==> src/cia_pkg.sv <==
package cia_pkg;

  // ****************************************************************
  // Register selects, fields and reset values
  // ****************************************************************
  localparam logic       REG_SEL_SCS     = 1'h0;
  localparam logic       REG_SEL_PSW     = 1'h1;
  localparam logic [7:0] SCS_RESET_VAL   = 8'h00;
  localparam logic [7:0] PSW_RESET_VAL   = 8'h02;
  localparam int         PSW_IE_BIT      = 7;
  localparam int         PSW_ISP_BIT     = 1;
  localparam int         SCS_SEL_LSB     = 0;
  localparam int         SCS_SEL_MSB     = 1;

  // ****************************************************************
  // Sampling clock divisions
  // ****************************************************************
  localparam logic [1:0] SCS_SEL_CPU     = 2'h0;
  localparam logic [1:0] SCS_SEL_DIV5    = 2'h1;
  localparam logic [1:0] SCS_SEL_DIV6    = 2'h2;
  localparam logic [2:0] CPU_DIV_MAX     = 3'h4;
  localparam logic [2:0] PERI_DIV5       = 3'h5;
  localparam logic [2:0] PERI_DIV6       = 3'h6;
  localparam logic [2:0] PERI_DIV7       = 3'h7;
  localparam int         PRESC_W         = 8;

  // ****************************************************************
  // Vectors and acknowledge timing
  // ****************************************************************
  localparam logic [15:0] NMI_VEC        = 16'h0004;
  localparam logic [15:0] MASK_VEC_BASE  = 16'h0006;
  localparam logic [15:0] BRK_VEC        = 16'h003E;
  localparam int          ACK_MIN_HI_CLK = 7;
  localparam int          ACK_MAX_HI_CLK = 32;
  localparam int          ACK_MIN_LO_CLK = 8;
  localparam int          ACK_MAX_LO_CLK = 33;
  localparam int          LO_EXTRA_CLK   = ACK_MIN_LO_CLK - ACK_MIN_HI_CLK;
  localparam int          FILT_SRC       = 0;

  typedef enum logic [2:0] {
    SEQ_IDLE = 3'b000,
    SEQ_WAIT = 3'b001,
    SEQ_PSW  = 3'b010,
    SEQ_PC   = 3'b011
  } cia_seq_e;

  typedef enum logic [1:0] {
    KIND_NMI  = 2'b00,
    KIND_MASK = 2'b01,
    KIND_BRK  = 2'b10
  } cia_kind_e;

endpackage

==> src/cia_filt_if.sv <==
`timescale 1ns/1ps
`default_nettype none
interface cia_filt_if;
  logic sample_tick;
  logic pin_level;
  logic req_set;

  modport filt (input sample_tick, input pin_level, output req_set);
  modport main (output sample_tick, output pin_level, input req_set);
endinterface
`default_nettype wire

==> src/cia_noise_filter.sv <==
`timescale 1ns/1ps
`default_nettype none
module cia_noise_filter
  import cia_pkg::*;
(
  input  wire logic clk_in,
  input  wire logic rst_n_in,
  cia_filt_if.filt  fif
);

  typedef struct packed {
    logic prev;
    logic older;
    logic req;
  } cia_filt_s;

  cia_filt_s state_ff;
  cia_filt_s nxt_state;

  // ****************************************************************
  // Two-sample qualifier
  // ****************************************************************
  // A level is only sampled on the tick, so a pulse that falls between
  // two ticks is never seen and raises nothing.
  always_comb begin
    nxt_state     = state_ff;
    nxt_state.req = 1'b0;
    if (fif.sample_tick) begin
      nxt_state.prev  = fif.pin_level;
      nxt_state.older = state_ff.prev;
      nxt_state.req   = fif.pin_level & state_ff.prev & ~state_ff.older;
    end
  end

  always_ff @(posedge clk_in) begin
    if (!rst_n_in) begin
      state_ff <= '0;
    end else begin
      state_ff <= nxt_state;
    end
  end

  assign fif.req_set = state_ff.req;

  two_samples_a: assert property (
    @(posedge clk_in) disable iff (!rst_n_in)
    state_ff.req |-> state_ff.prev && state_ff.older)
    else $error("request set without two active samples");

endmodule
`default_nettype wire

==> src/cia_ack_unit.sv <==
//Function
//- Sampling clock select register is a whole-byte register reset to zero.
//- Sample clock is CPU clock or peripheral division; CPU choice stops in halt.
//- Pin request sets only after two consecutive active samples.
//- A pulse shorter than a sampling period leaves the request clear.
//- Status word is byte and bit writable and resets to 0x02.
//- Any acknowledge or break pushes status word and clears global enable.
//- Maskable acknowledge copies the request priority into in-service priority.
//- Returns and pop restore status word; push-status stores it.
//- Non-maskable request ignores enable, priority, and outranks all but break.
//- Non-maskable acknowledge pushes status then PC, clears both flags, loads vector.
//- New non-maskable request waits for return plus one main instruction.
//- Several non-maskable requests during service collapse into one.
//- Maskable request eligible only with flag set and mask clear.
//- Needs global enable; low priority blocked while in-service priority clear.
//- High-priority latency is 7 to 32 CPU clocks.
//- Low-priority latency is 8 to 33 CPU clocks.
//- Simultaneous requests: high programmable priority first, ties by fixed order.
//- Unacknowledged requests stay pending until their conditions hold.
//- Maskable acknowledge pushes status then PC, clears enable, loads its vector.
//- Break cannot be disabled; pushes status, PC, clears enable, fixed vector.
//- Acknowledge clears the request flag before the handler runs.
//- Priority flag 0 is high priority, 1 is low priority.
`timescale 1ns/1ps
`default_nettype none
module cia_ack_unit
  import cia_pkg::*;
#(
  parameter int NUM_IRQ = 8
)(
  input  wire logic               CLOCK_IN,
  input  wire logic               RST_N_IN,
  input  wire logic               FILT_PIN_IN,
  input  wire logic [2:0]         CPU_DIV_N_IN,
  input  wire logic               HALT_IN,
  input  wire logic [NUM_IRQ-1:0] IRQ_SET_IN,
  input  wire logic [NUM_IRQ-1:0] MASK_IN,
  input  wire logic [NUM_IRQ-1:0] PRIO_IN,
  input  wire logic               NMI_IN,
  input  wire logic               BOUNDARY_IN,
  input  wire logic               HOLD_IN,
  input  wire logic               BRK_IN,
  input  wire logic               INTERRUPT_RETURN_INSTR_IN,
  input  wire logic               BREAK_RETURN_INSTR_IN,
  input  wire logic               POP_PSW_IN,
  input  wire logic               PUSH_PSW_IN,
  input  wire logic               EI_IN,
  input  wire logic               DI_IN,
  input  wire logic [7:0]         STACK_DATA_IN,
  input  wire logic               REG_WR_IN,
  input  wire logic               REG_SEL_IN,
  input  wire logic [7:0]         REG_WDATA_IN,
  input  wire logic               BIT_WR_IN,
  input  wire logic [2:0]         BIT_IDX_IN,
  input  wire logic               BIT_VAL_IN,
  output var  logic [7:0]         SCS_OUT,
  output var  logic [7:0]         PSW_OUT,
  output var  logic [NUM_IRQ-1:0] IRQ_FLAG_OUT,
  output var  logic               BUSY_OUT,
  output var  logic               ACK_OUT,
  output var  logic [1:0]         ACK_KIND_OUT,
  output var  logic               STACK_PUSH_OUT,
  output var  logic [7:0]         STACK_DATA_OUT,
  output var  logic               PC_PUSH_OUT,
  output var  logic               VEC_LOAD_OUT,
  output var  logic [15:0]        VEC_ADDR_OUT
);

  localparam int IW = (NUM_IRQ > 1) ? $clog2(NUM_IRQ) : 1;

  typedef struct packed {
    logic [7:0]         sampling_clock_select_reg;
    logic [7:0]         program_status_word;
    logic [PRESC_W-1:0] presc;
    logic               tick;
    logic [NUM_IRQ-1:0] flag;
    logic               nmi_pend;
    logic               nmi_act;
    cia_seq_e           seq;
    cia_kind_e          kind;
    logic               ack_prio;
    logic               busy;
    logic               ack;
    logic               push;
    logic [7:0]         saved;
    logic               pc_push;
    logic               vec_load;
    logic [15:0]        vec;
  } cia_main_s;

  cia_main_s  state_ff;
  cia_main_s  nxt_state;
  cia_filt_if fif ();

  // ****************************************************************
  // Fixed-order pick
  // ****************************************************************
  // Returns a found bit over the index of the lowest set candidate, so
  // the lowest source number holds the higher fixed priority.
  function automatic logic [IW:0] pick(input logic [NUM_IRQ-1:0] cand);
    logic [IW:0] res;
    res = '0;
    for (int i = NUM_IRQ - 1; i >= 0; i--) begin
      if (cand[i]) begin
        res = {1'b1, IW'(i)};
      end
    end
    return res;
  endfunction

  // ****************************************************************
  // Noise filter
  // ****************************************************************
  cia_noise_filter u_filt (
    .clk_in   (CLOCK_IN),
    .rst_n_in (RST_N_IN),
    .fif      (fif.filt)
  );

  assign fif.sample_tick = state_ff.tick;
  assign fif.pin_level   = FILT_PIN_IN;

  logic [NUM_IRQ-1:0] cand_hi;
  logic [NUM_IRQ-1:0] cand_lo;
  logic [IW:0]        pick_hi;
  logic [IW:0]        pick_lo;
  logic [NUM_IRQ-1:0] set_vec;
  logic [NUM_IRQ-1:0] clr_vec;
  logic [2:0]         div_sel;
  logic [PRESC_W-1:0] div_mask;
  logic               psw_instr;
  logic               boundary_ok;
  logic               ie;
  logic               in_service_priority;
  logic               take_nmi;
  logic               take_hi;
  logic               take_lo;
  logic [IW-1:0]      idx;
  logic [IW-1:0]      ack_idx;

  // ****************************************************************
  // Acknowledge decision
  // ****************************************************************
  always_comb begin
    // Flag 0 means high priority, 1 means low.
    cand_hi = state_ff.flag & ~MASK_IN & ~PRIO_IN;
    cand_lo = state_ff.flag & ~MASK_IN & PRIO_IN;
    pick_hi = pick(cand_hi);
    pick_lo = pick(cand_lo);
    ie      = state_ff.program_status_word[PSW_IE_BIT];
    in_service_priority     = state_ff.program_status_word[PSW_ISP_BIT];
    // Instructions that touch the status word or the request flags
    // hold acknowledge off for one more instruction.
    psw_instr = HOLD_IN | INTERRUPT_RETURN_INSTR_IN | BREAK_RETURN_INSTR_IN | POP_PSW_IN | PUSH_PSW_IN |
                EI_IN | DI_IN | REG_WR_IN | BIT_WR_IN;
    boundary_ok = BOUNDARY_IN & ~psw_instr &
                  (state_ff.seq == SEQ_IDLE);
    take_nmi = boundary_ok & state_ff.nmi_pend & ~state_ff.nmi_act;
    take_hi  = boundary_ok & ie & ~state_ff.nmi_act & pick_hi[IW];
    take_lo  = boundary_ok & ie & in_service_priority & ~state_ff.nmi_act &
               pick_lo[IW];
    idx      = pick_hi[IW] ? pick_hi[IW-1:0] : pick_lo[IW-1:0];
    ack_idx  = IW'((state_ff.vec - MASK_VEC_BASE) >> 1);
    nxt_state          = state_ff;
    nxt_state.ack      = 1'b0;
    nxt_state.push     = 1'b0;
    nxt_state.pc_push  = 1'b0;
    nxt_state.vec_load = 1'b0;
    set_vec            = IRQ_SET_IN;
    set_vec[FILT_SRC]  = IRQ_SET_IN[FILT_SRC] | fif.req_set;
    clr_vec            = '0;

    // Sampling tick from the free-running prescaler.
    case (state_ff.sampling_clock_select_reg[SCS_SEL_MSB:SCS_SEL_LSB])
      SCS_SEL_CPU:  div_sel = (CPU_DIV_N_IN > CPU_DIV_MAX) ? CPU_DIV_MAX
                                                          : CPU_DIV_N_IN;
      SCS_SEL_DIV5: div_sel = PERI_DIV5;
      SCS_SEL_DIV6: div_sel = PERI_DIV6;
      default:      div_sel = PERI_DIV7;
    endcase
    div_mask        = PRESC_W'((9'h001 << div_sel) - 9'h001);
    nxt_state.presc = state_ff.presc + PRESC_W'(1);
    nxt_state.tick  = ((state_ff.presc & div_mask) == div_mask) &
                      ~(HALT_IN & (state_ff.sampling_clock_select_reg[SCS_SEL_MSB:SCS_SEL_LSB] ==
                                   SCS_SEL_CPU));

    // Register writes from the core.
    if (REG_WR_IN && REG_SEL_IN == REG_SEL_SCS) begin
      nxt_state.sampling_clock_select_reg = REG_WDATA_IN;
    end
    if (REG_WR_IN && REG_SEL_IN == REG_SEL_PSW) begin
      nxt_state.program_status_word = REG_WDATA_IN;
    end
    if (BIT_WR_IN) begin
      nxt_state.program_status_word[BIT_IDX_IN] = BIT_VAL_IN;
    end
    if (EI_IN) begin
      nxt_state.program_status_word[PSW_IE_BIT] = 1'b1;
    end
    if (DI_IN) begin
      nxt_state.program_status_word[PSW_IE_BIT] = 1'b0;
    end
    if (INTERRUPT_RETURN_INSTR_IN || BREAK_RETURN_INSTR_IN || POP_PSW_IN) begin
      nxt_state.program_status_word = STACK_DATA_IN;
    end
    if (INTERRUPT_RETURN_INSTR_IN) begin
      nxt_state.nmi_act = 1'b0;
    end
    if (PUSH_PSW_IN) begin
      nxt_state.push  = 1'b1;
      nxt_state.saved = state_ff.program_status_word;
    end

    // Acknowledge sequencer.
    case (state_ff.seq)
      SEQ_IDLE: begin
        if (BRK_IN) begin
          nxt_state.kind = KIND_BRK;
          nxt_state.vec  = BRK_VEC;
          nxt_state.seq  = SEQ_PSW;
          nxt_state.push = 1'b1;
        end else if (take_nmi) begin
          nxt_state.kind     = KIND_NMI;
          nxt_state.vec      = NMI_VEC;
          nxt_state.nmi_pend = 1'b0;
          nxt_state.nmi_act  = 1'b1;
          nxt_state.seq      = SEQ_PSW;
          nxt_state.push     = 1'b1;
          nxt_state.program_status_word[PSW_ISP_BIT] = 1'b0;
        end else if (take_hi || take_lo) begin
          nxt_state.kind     = KIND_MASK;
          nxt_state.vec      = MASK_VEC_BASE +
                               16'({idx, 1'b0});
          nxt_state.ack_prio = ~take_hi;
          nxt_state.program_status_word[PSW_ISP_BIT] = ~take_hi;
          clr_vec[idx]       = 1'b1;
          // A low-priority grant costs one more clock before stacking.
          nxt_state.seq  = take_hi ? SEQ_PSW : SEQ_WAIT;
          nxt_state.push = take_hi;
        end
        if (BRK_IN || take_nmi || take_hi || take_lo) begin
          nxt_state.ack   = 1'b1;
          nxt_state.saved = state_ff.program_status_word;
          nxt_state.program_status_word[PSW_IE_BIT] = 1'b0;
        end
      end
      SEQ_WAIT: begin
        nxt_state.seq  = SEQ_PSW;
        nxt_state.push = 1'b1;
      end
      SEQ_PSW: begin
        nxt_state.seq     = SEQ_PC;
        nxt_state.pc_push = 1'b1;
      end
      default: begin
        nxt_state.seq      = SEQ_IDLE;
        nxt_state.vec_load = 1'b1;
      end
    endcase
    nxt_state.busy = (nxt_state.seq != SEQ_IDLE);

    // A request raised in its clearing cycle survives; repeated NMIs
    // simply keep the one pending bit set.
    nxt_state.flag = (state_ff.flag & ~clr_vec) | set_vec;
    if (NMI_IN) begin
      nxt_state.nmi_pend = 1'b1;
    end
  end

  always_ff @(posedge CLOCK_IN) begin
    if (!RST_N_IN) begin
      state_ff       <= '0;
      state_ff.sampling_clock_select_reg   <= SCS_RESET_VAL;
      state_ff.program_status_word   <= PSW_RESET_VAL;
    end else begin
      state_ff <= nxt_state;
    end
  end

  // ****************************************************************
  // Outputs
  // ****************************************************************
  assign SCS_OUT        = state_ff.sampling_clock_select_reg;
  assign PSW_OUT        = state_ff.program_status_word;
  assign IRQ_FLAG_OUT   = state_ff.flag;
  assign BUSY_OUT       = state_ff.busy;
  assign ACK_OUT        = state_ff.ack;
  assign ACK_KIND_OUT   = state_ff.kind;
  assign STACK_PUSH_OUT = state_ff.push;
  assign STACK_DATA_OUT = state_ff.saved;
  assign PC_PUSH_OUT    = state_ff.pc_push;
  assign VEC_LOAD_OUT   = state_ff.vec_load;
  assign VEC_ADDR_OUT   = state_ff.vec;

  // ****************************************************************
  // Checks
  // ****************************************************************
  scs_write_a: assert property (
    @(posedge CLOCK_IN) disable iff (!RST_N_IN)
    REG_WR_IN && REG_SEL_IN == REG_SEL_SCS |=> SCS_OUT == $past(REG_WDATA_IN))
    else $error("sampling select write not stored");

  psw_reset_a: assert property (
    @(posedge CLOCK_IN)
    !RST_N_IN |=> PSW_OUT == PSW_RESET_VAL && SCS_OUT == SCS_RESET_VAL)
    else $error("status word reset value wrong");

  ack_clears_ie_a: assert property (
    @(posedge CLOCK_IN) disable iff (!RST_N_IN)
    ACK_OUT |-> !PSW_OUT[PSW_IE_BIT] &&
                STACK_DATA_OUT == $past(PSW_OUT))
    else $error("acknowledge did not save status or clear enable");

  mask_isp_a: assert property (
    @(posedge CLOCK_IN) disable iff (!RST_N_IN)
    ACK_OUT && ACK_KIND_OUT == KIND_MASK |->
      PSW_OUT[PSW_ISP_BIT] == |($past(PRIO_IN) & (NUM_IRQ'(1) << ack_idx)))
    else $error("in-service priority not copied");

  nmi_flags_a: assert property (
    @(posedge CLOCK_IN) disable iff (!RST_N_IN)
    ACK_OUT && ACK_KIND_OUT == KIND_NMI |->
      !PSW_OUT[PSW_ISP_BIT] && STACK_PUSH_OUT ##1 PC_PUSH_OUT
      ##1 VEC_LOAD_OUT && VEC_ADDR_OUT == NMI_VEC)
    else $error("non-maskable sequence wrong");

  nmi_hold_a: assert property (
    @(posedge CLOCK_IN) disable iff (!RST_N_IN)
    state_ff.nmi_act && !INTERRUPT_RETURN_INSTR_IN |=> !(ACK_OUT && ACK_KIND_OUT == KIND_NMI))
    else $error("nested non-maskable acknowledge");

  ack_enable_a: assert property (
    @(posedge CLOCK_IN) disable iff (!RST_N_IN)
    ACK_OUT && ACK_KIND_OUT == KIND_MASK |->
      $past(PSW_OUT[PSW_IE_BIT]) &&
      ($past(PSW_OUT[PSW_ISP_BIT]) || !state_ff.ack_prio))
    else $error("maskable acknowledge while disabled");

  lo_extra_a: assert property (
    @(posedge CLOCK_IN) disable iff (!RST_N_IN)
    ACK_OUT && ACK_KIND_OUT == KIND_MASK && state_ff.ack_prio |->
      !STACK_PUSH_OUT ##1 STACK_PUSH_OUT ##1 PC_PUSH_OUT ##1 VEC_LOAD_OUT)
    else $error("low-priority stacking timing wrong");

  brk_vec_a: assert property (
    @(posedge CLOCK_IN) disable iff (!RST_N_IN)
    $rose(BUSY_OUT) && ACK_KIND_OUT == KIND_BRK |->
      ##2 VEC_LOAD_OUT && VEC_ADDR_OUT == BRK_VEC)
    else $error("break vector wrong");

  ack_boundary_a: assert property (
    @(posedge CLOCK_IN) disable iff (!RST_N_IN)
    ACK_OUT && ACK_KIND_OUT != KIND_BRK |->
      $past(BOUNDARY_IN) && !$past(HOLD_IN))
    else $error("acknowledge outside instruction boundary");

  flag_clear_a: assert property (
    @(posedge CLOCK_IN) disable iff (!RST_N_IN)
    ACK_OUT && ACK_KIND_OUT == KIND_MASK |->
      (IRQ_FLAG_OUT & ~$past(set_vec) & (NUM_IRQ'(1) << ack_idx)) == '0)
    else $error("acknowledged request flag not cleared");

endmodule
`default_nettype wire

==> config.mk <==
export PLATFORM = sky130hd
export DESIGN_NAME = cia_ack_unit
export DESIGN_NICKNAME = d
export VERILOG_FILES = /design/src/cia_pkg.sv /design/src/cia_filt_if.sv /design/src/cia_noise_filter.sv /design/src/cia_ack_unit.sv
export SDC_FILE = /design/constraint.sdc
export NUM_CORES = 1
export LEC_CHECK = 0
export BUFFER_PORTS_ARGS = -buffer_cell sky130_fd_sc_hd__buf_2
export CORE_MARGIN = 3
export CORE_UTILIZATION = 42
export CTS_BUF_LIST = sky130_fd_sc_hd__clkbuf_8
export DETAILED_ROUTE_END_ITERATION = 10
export GPL_ROUTABILITY_DRIVEN = 0
export PLACE_DENSITY_LB_ADDON = 0.08
export SYNTH_ARGS = -nofsm -noshare
export SYNTH_HDL_FRONTEND = slang
export SYNTH_SLANG_ARGS = --single-unit
==> constraint.sdc <==
create_clock -name CLOCK_IN -period 3.8 [get_ports CLOCK_IN]
set_input_delay 0.19 -clock CLOCK_IN [delete_from_list [all_inputs] [get_ports CLOCK_IN]]
set_output_delay 0.19 -clock CLOCK_IN [all_outputs]
set_load 0.01 [all_outputs]
==> key figures <==
Outcome
  – Status: finished, final reports clean

Worst setup path
  – CP Launch Type: flop
  – Slowest cell on crit path: a311oi_1
  – WS Path Type: reg -> reg
  – Reg2reg start: IRQ_FLAG_OUT[6]
  – Worst Path Buf+Inv: 0
  – Worst Path Required: 4060 ps
  – Delay-heaviest family, CP: simple AND/OR/NAND/NOR gates
  – Worst R2R Setup Slack: 620 ps
  – Critical Path, Cell by Cell: nor3b_1 -> or3b_1 -> a21oi_1 -> a311oi_1 -> or2_0 -> ha_1 -> nor3_1 -> or3b_1 -> a21oi_1
  – CP endpoint kind: flop
  – Critical Path AT: 3440 ps
  – R2r worst-path depth: 9
  – Critical Path Fanout Max: 6
  – CP peak stage delay: 650 ps
  – Worst setup path start: IRQ_FLAG_OUT[6]
  – R2R Path End: VEC_ADDR_OUT[3]

Clock tree
  – Number of post-CTS setup repair buffers: 0
  – CTS hold repair buffers: 0
  – Clock sink count: 60
  – CTS buffer count: 9
  – CTS tree: built
  – CTS Root Buffer Type: clkbuf_8
  – Worst skew pair latency: 330 ps
  – Max Root-Sink Buffers: 2
  – H-tree levels: 3
  – Post-CTS sizing: 0
  – CTS clock-pin slew for the worst setup and hold paths: 60 ps

Synthesis
  – Seq/Total Area, Yosys: 33.9%
  – FF+latch count, synth: 60
  – Gate Count Post-Synth: 420
  – Top-area cell type share of the netlist area: 33.9%
  – Top cells by area, synth: dfxtp_1, buf_4, mux2i_1, nor2_1, a21oi_1
  – Post-synth EDFFs: 0
  – Async SR Flop Fraction: 0%
  – Synth Cell Area: 3550 µm²
  – Netlist cell types: 64
  – Synth area leader: dfxtp_1
  – Syn Area/Cell: 8.44 µm²
  – Synth warnings: 0
  – Most common flop cell mapped by yosys: dfxtp_1

Route
  – 1st-pass router iterations: 4
  – Iter 0 DRT Violations: 93
  – DRC viols: 0
  – Routed WL: 8.64 mm
  – Via density: 5.15
  – Routed vias: 3062
  – Drt wl/cell: 14.5 µm
  – Routed Antenna Nets: 0

Floorplan
  – Initial core utilization: 44.5%
  – Rows: 32
  – Die X: 97.9 µm
  – IO Count: 119
  – Core ar.: 7970 µm²
  – Die Height: 97.9 µm
  – Area of the die: 9580 µm²

STA
  – Fmax: 0.314 GHz
  – Tcrit/Tclk final: 83.8%
  – Final Max Slew Viols: 0
  – Period minus WS final: 3180 ps
  – Final setup fails: 0
  – Fin Setup TNS: 0 ps
  – Slew headroom: 36.9%
  – RSZ-0062 raised after global routing: false
  – Slew @ Worst Pin: 944 ps
  – Setup Skew: 5.38 ps
  – Final hold violations: 0

Global routing
  – Global-route wire length before repair: 14.2 mm
  – Number of global-route vias before repair: 2918
  – Initial antenna violation count: 0
  – GRT overflow: 0
  – Largest net degree at the start of global routing: 28
  – Total track usage: 18.1%

Place
  – Placement Cell Area: 3830 µm²
  – Hpwl dp: 6.79 mm
  – Number of buffers added on ports: 107

Cells and area
  – Layout cell share with drive strength beyond 1: 28.5%
  – Cell area after layout: 4040 µm²
  – P&R area growth vs syn: 13.8%
  – Ant diodes: 0
  – Fillcell total: 784
  – Nets: 559

Pwr
  – VDD IR-drop max: 0.207 mV
  – LEAKAGE: 1.88 nW
  – Pwr dens: 383 nW/µm²

Hold path
  – Hold Path Class: in -> reg
  – Worst Hold End: state_ff[36]
  – Min-delay src: NMI_IN
  – Hold Crit Depth: 3

Flow run
  – Max_cap viols: 0
[cell families (layout without fill, tap and decap cells)]
group	Yosys count	count (layout)	synth area share (%)
flip-flops	60	60	33.9
adder cells (fa/ha/maj)	8	8	2.82
AND/OR/NAND/NOR	162	162	25.8
buffers and inverters	77	138	13.5
AO/OA/AOI/OAI	80	80	15.2
other	1	12	0.106
XOR/XNOR	9	9	2.22
multiplexers	23	23	6.53
[layout make-up]
cell class                      instances  area [µm²]  share of cell area [%]
Sequential cell                        60        1200                    29.8
Multi-Input combinational cell        294        1910                    47.3
Clock inverter                          5        51.3                    1.27
Tap cell                              102         128                    3.16
Inverter                               14        52.6                    1.30
Clock buffer                           11         151                    3.75
Timing Repair Buffer                  108         543                    13.5
[report_power, final]
part / total (W) / switching (W) / leakage [nW] / internal [W]
logic: 0.000281 / 0.000158 / 1.28 / 0.000123
clock network: 0.000579 / 0.000245 / 0.107 / 0.000334
registers: 0.000685 / 0.0000244 / 0.494 / 0.000661
[synthesized netlist by cell type (3+ instances only)]
| cell | count |
|---|---|
| buf_4 | 50 |
| nand4_1 | 3 |
| nor2b_1 | 5 |
| xor2_1 | 5 |
| nor4b_1 | 5 |
| nand3_1 | 18 |
| nor4_1 | 4 |
| a211oi_1 | 3 |
| a21oi_1 | 25 |
| clkbuf_1 | 12 |
| a41oi_1 | 4 |
| xnor2_1 | 4 |
| and2_1 | 3 |
| a31oi_1 | 4 |
| mux2i_1 | 22 |
| o211ai_1 | 3 |
| nor2_1 | 53 |
| ha_1 | 8 |
| nor3_1 | 13 |
| inv_1 | 13 |
| nor3b_2 | 3 |
| o21ai_0 | 19 |
| a21o_1 | 3 |
| nand3b_1 | 5 |
| dfxtp_1 | 60 |
| and3_1 | 3 |
| nor3b_1 | 6 |
| nand2_1 | 18 |
| nand2b_1 | 3 |
[stage by stage]
step	std cells	setup WS, ps	utilization [%]	hold slack, ps	total power, W
CTS	594	681	50.6	67.9	0.00156
global placement	578	899	48.1	402	0.000977
floorplan	431	1300	-	307	0.000913
finish	594	616	50.6	81.9	0.00155
global route	594	347	50.6	84.5	0.00163
detailed placement	578	707	48.1	411	0.000980
[metal layers]
| metal | vias up | part of all wire (%) | global-route usage [%] |
|---|---|---|---|
| met3 | 8 | 6.0 | 6.29 |
| met2 | 83 | 48 | 29.6 |
| li1 | 1564 | - | - |
| met4 | 0 | 0.86 | 4.05 |
| met5 | - | 0 | 0 |
| met1 | 1407 | 45 | 23.1 |
[state kept, by name (all words and copies together), names as in the netlist]
signal / count
state_ff: 13
IRQ_FLAG_OUT: 8
PSW_OUT: 8
SCS_OUT: 8
STACK_DATA_OUT: 8
VEC_ADDR_OUT: 5
u_filt.state_ff: 2
ACK_KIND_OUT: 1
ACK_OUT: 1
BUSY_OUT: 1
PC_PUSH_OUT: 1
STACK_PUSH_OUT: 1
VEC_LOAD_OUT: 1
fif.sample_tick: 1
u_filt.fif.req_set: 1
[worst register-to-register path, delay by kind of cell, from the launching register on]
kind / cells / cell delay (ps)
AO/OA/AOI/OAI: 3 / 860
adder cells (fa/ha/maj): 1 / 260
flip-flops: 1 / 370
AND/OR/NAND/NOR: 5 / 1630
[placed cells by master, fill, tap and decap left out, types with 4 or more instances in the layout]
| cell | n |
|---|---|
| a21oi_1 | 25 |
| a31oi_1 | 4 |
| a41oi_1 | 4 |
| buf_2 | 107 |
| clkbuf_8 | 11 |
| conb_1 | 12 |
| dfxtp_1 | 60 |
| ha_1 | 8 |
| inv_1 | 14 |
| mux2i_1 | 22 |
| nand2_1 | 18 |
| nand3_1 | 18 |
| nand3b_1 | 5 |
| nor2_1 | 53 |
| nor2b_1 | 5 |
| nor3_1 | 13 |
| nor3b_1 | 6 |
| nor4_1 | 4 |
| nor4b_1 | 5 |
| o21ai_0 | 19 |
| xnor2_1 | 4 |
| xor2_1 | 5 |
[worst max-delay path by stage]
stage	end	slack [ps]	depth (start not counted)
after global placement	VEC_ADDR_OUT[3]	900	9
final	VEC_ADDR_OUT[3]	620	9
after global routing	VEC_ADDR_OUT[3]	350	9
after CTS	VEC_ADDR_OUT[3]	680	9
after floorplan	VEC_ADDR_OUT[3]	1300	10
after detailed placement	VEC_ADDR_OUT[3]	710	9
No activity file was read; power rests on OpenSTA's default activity.
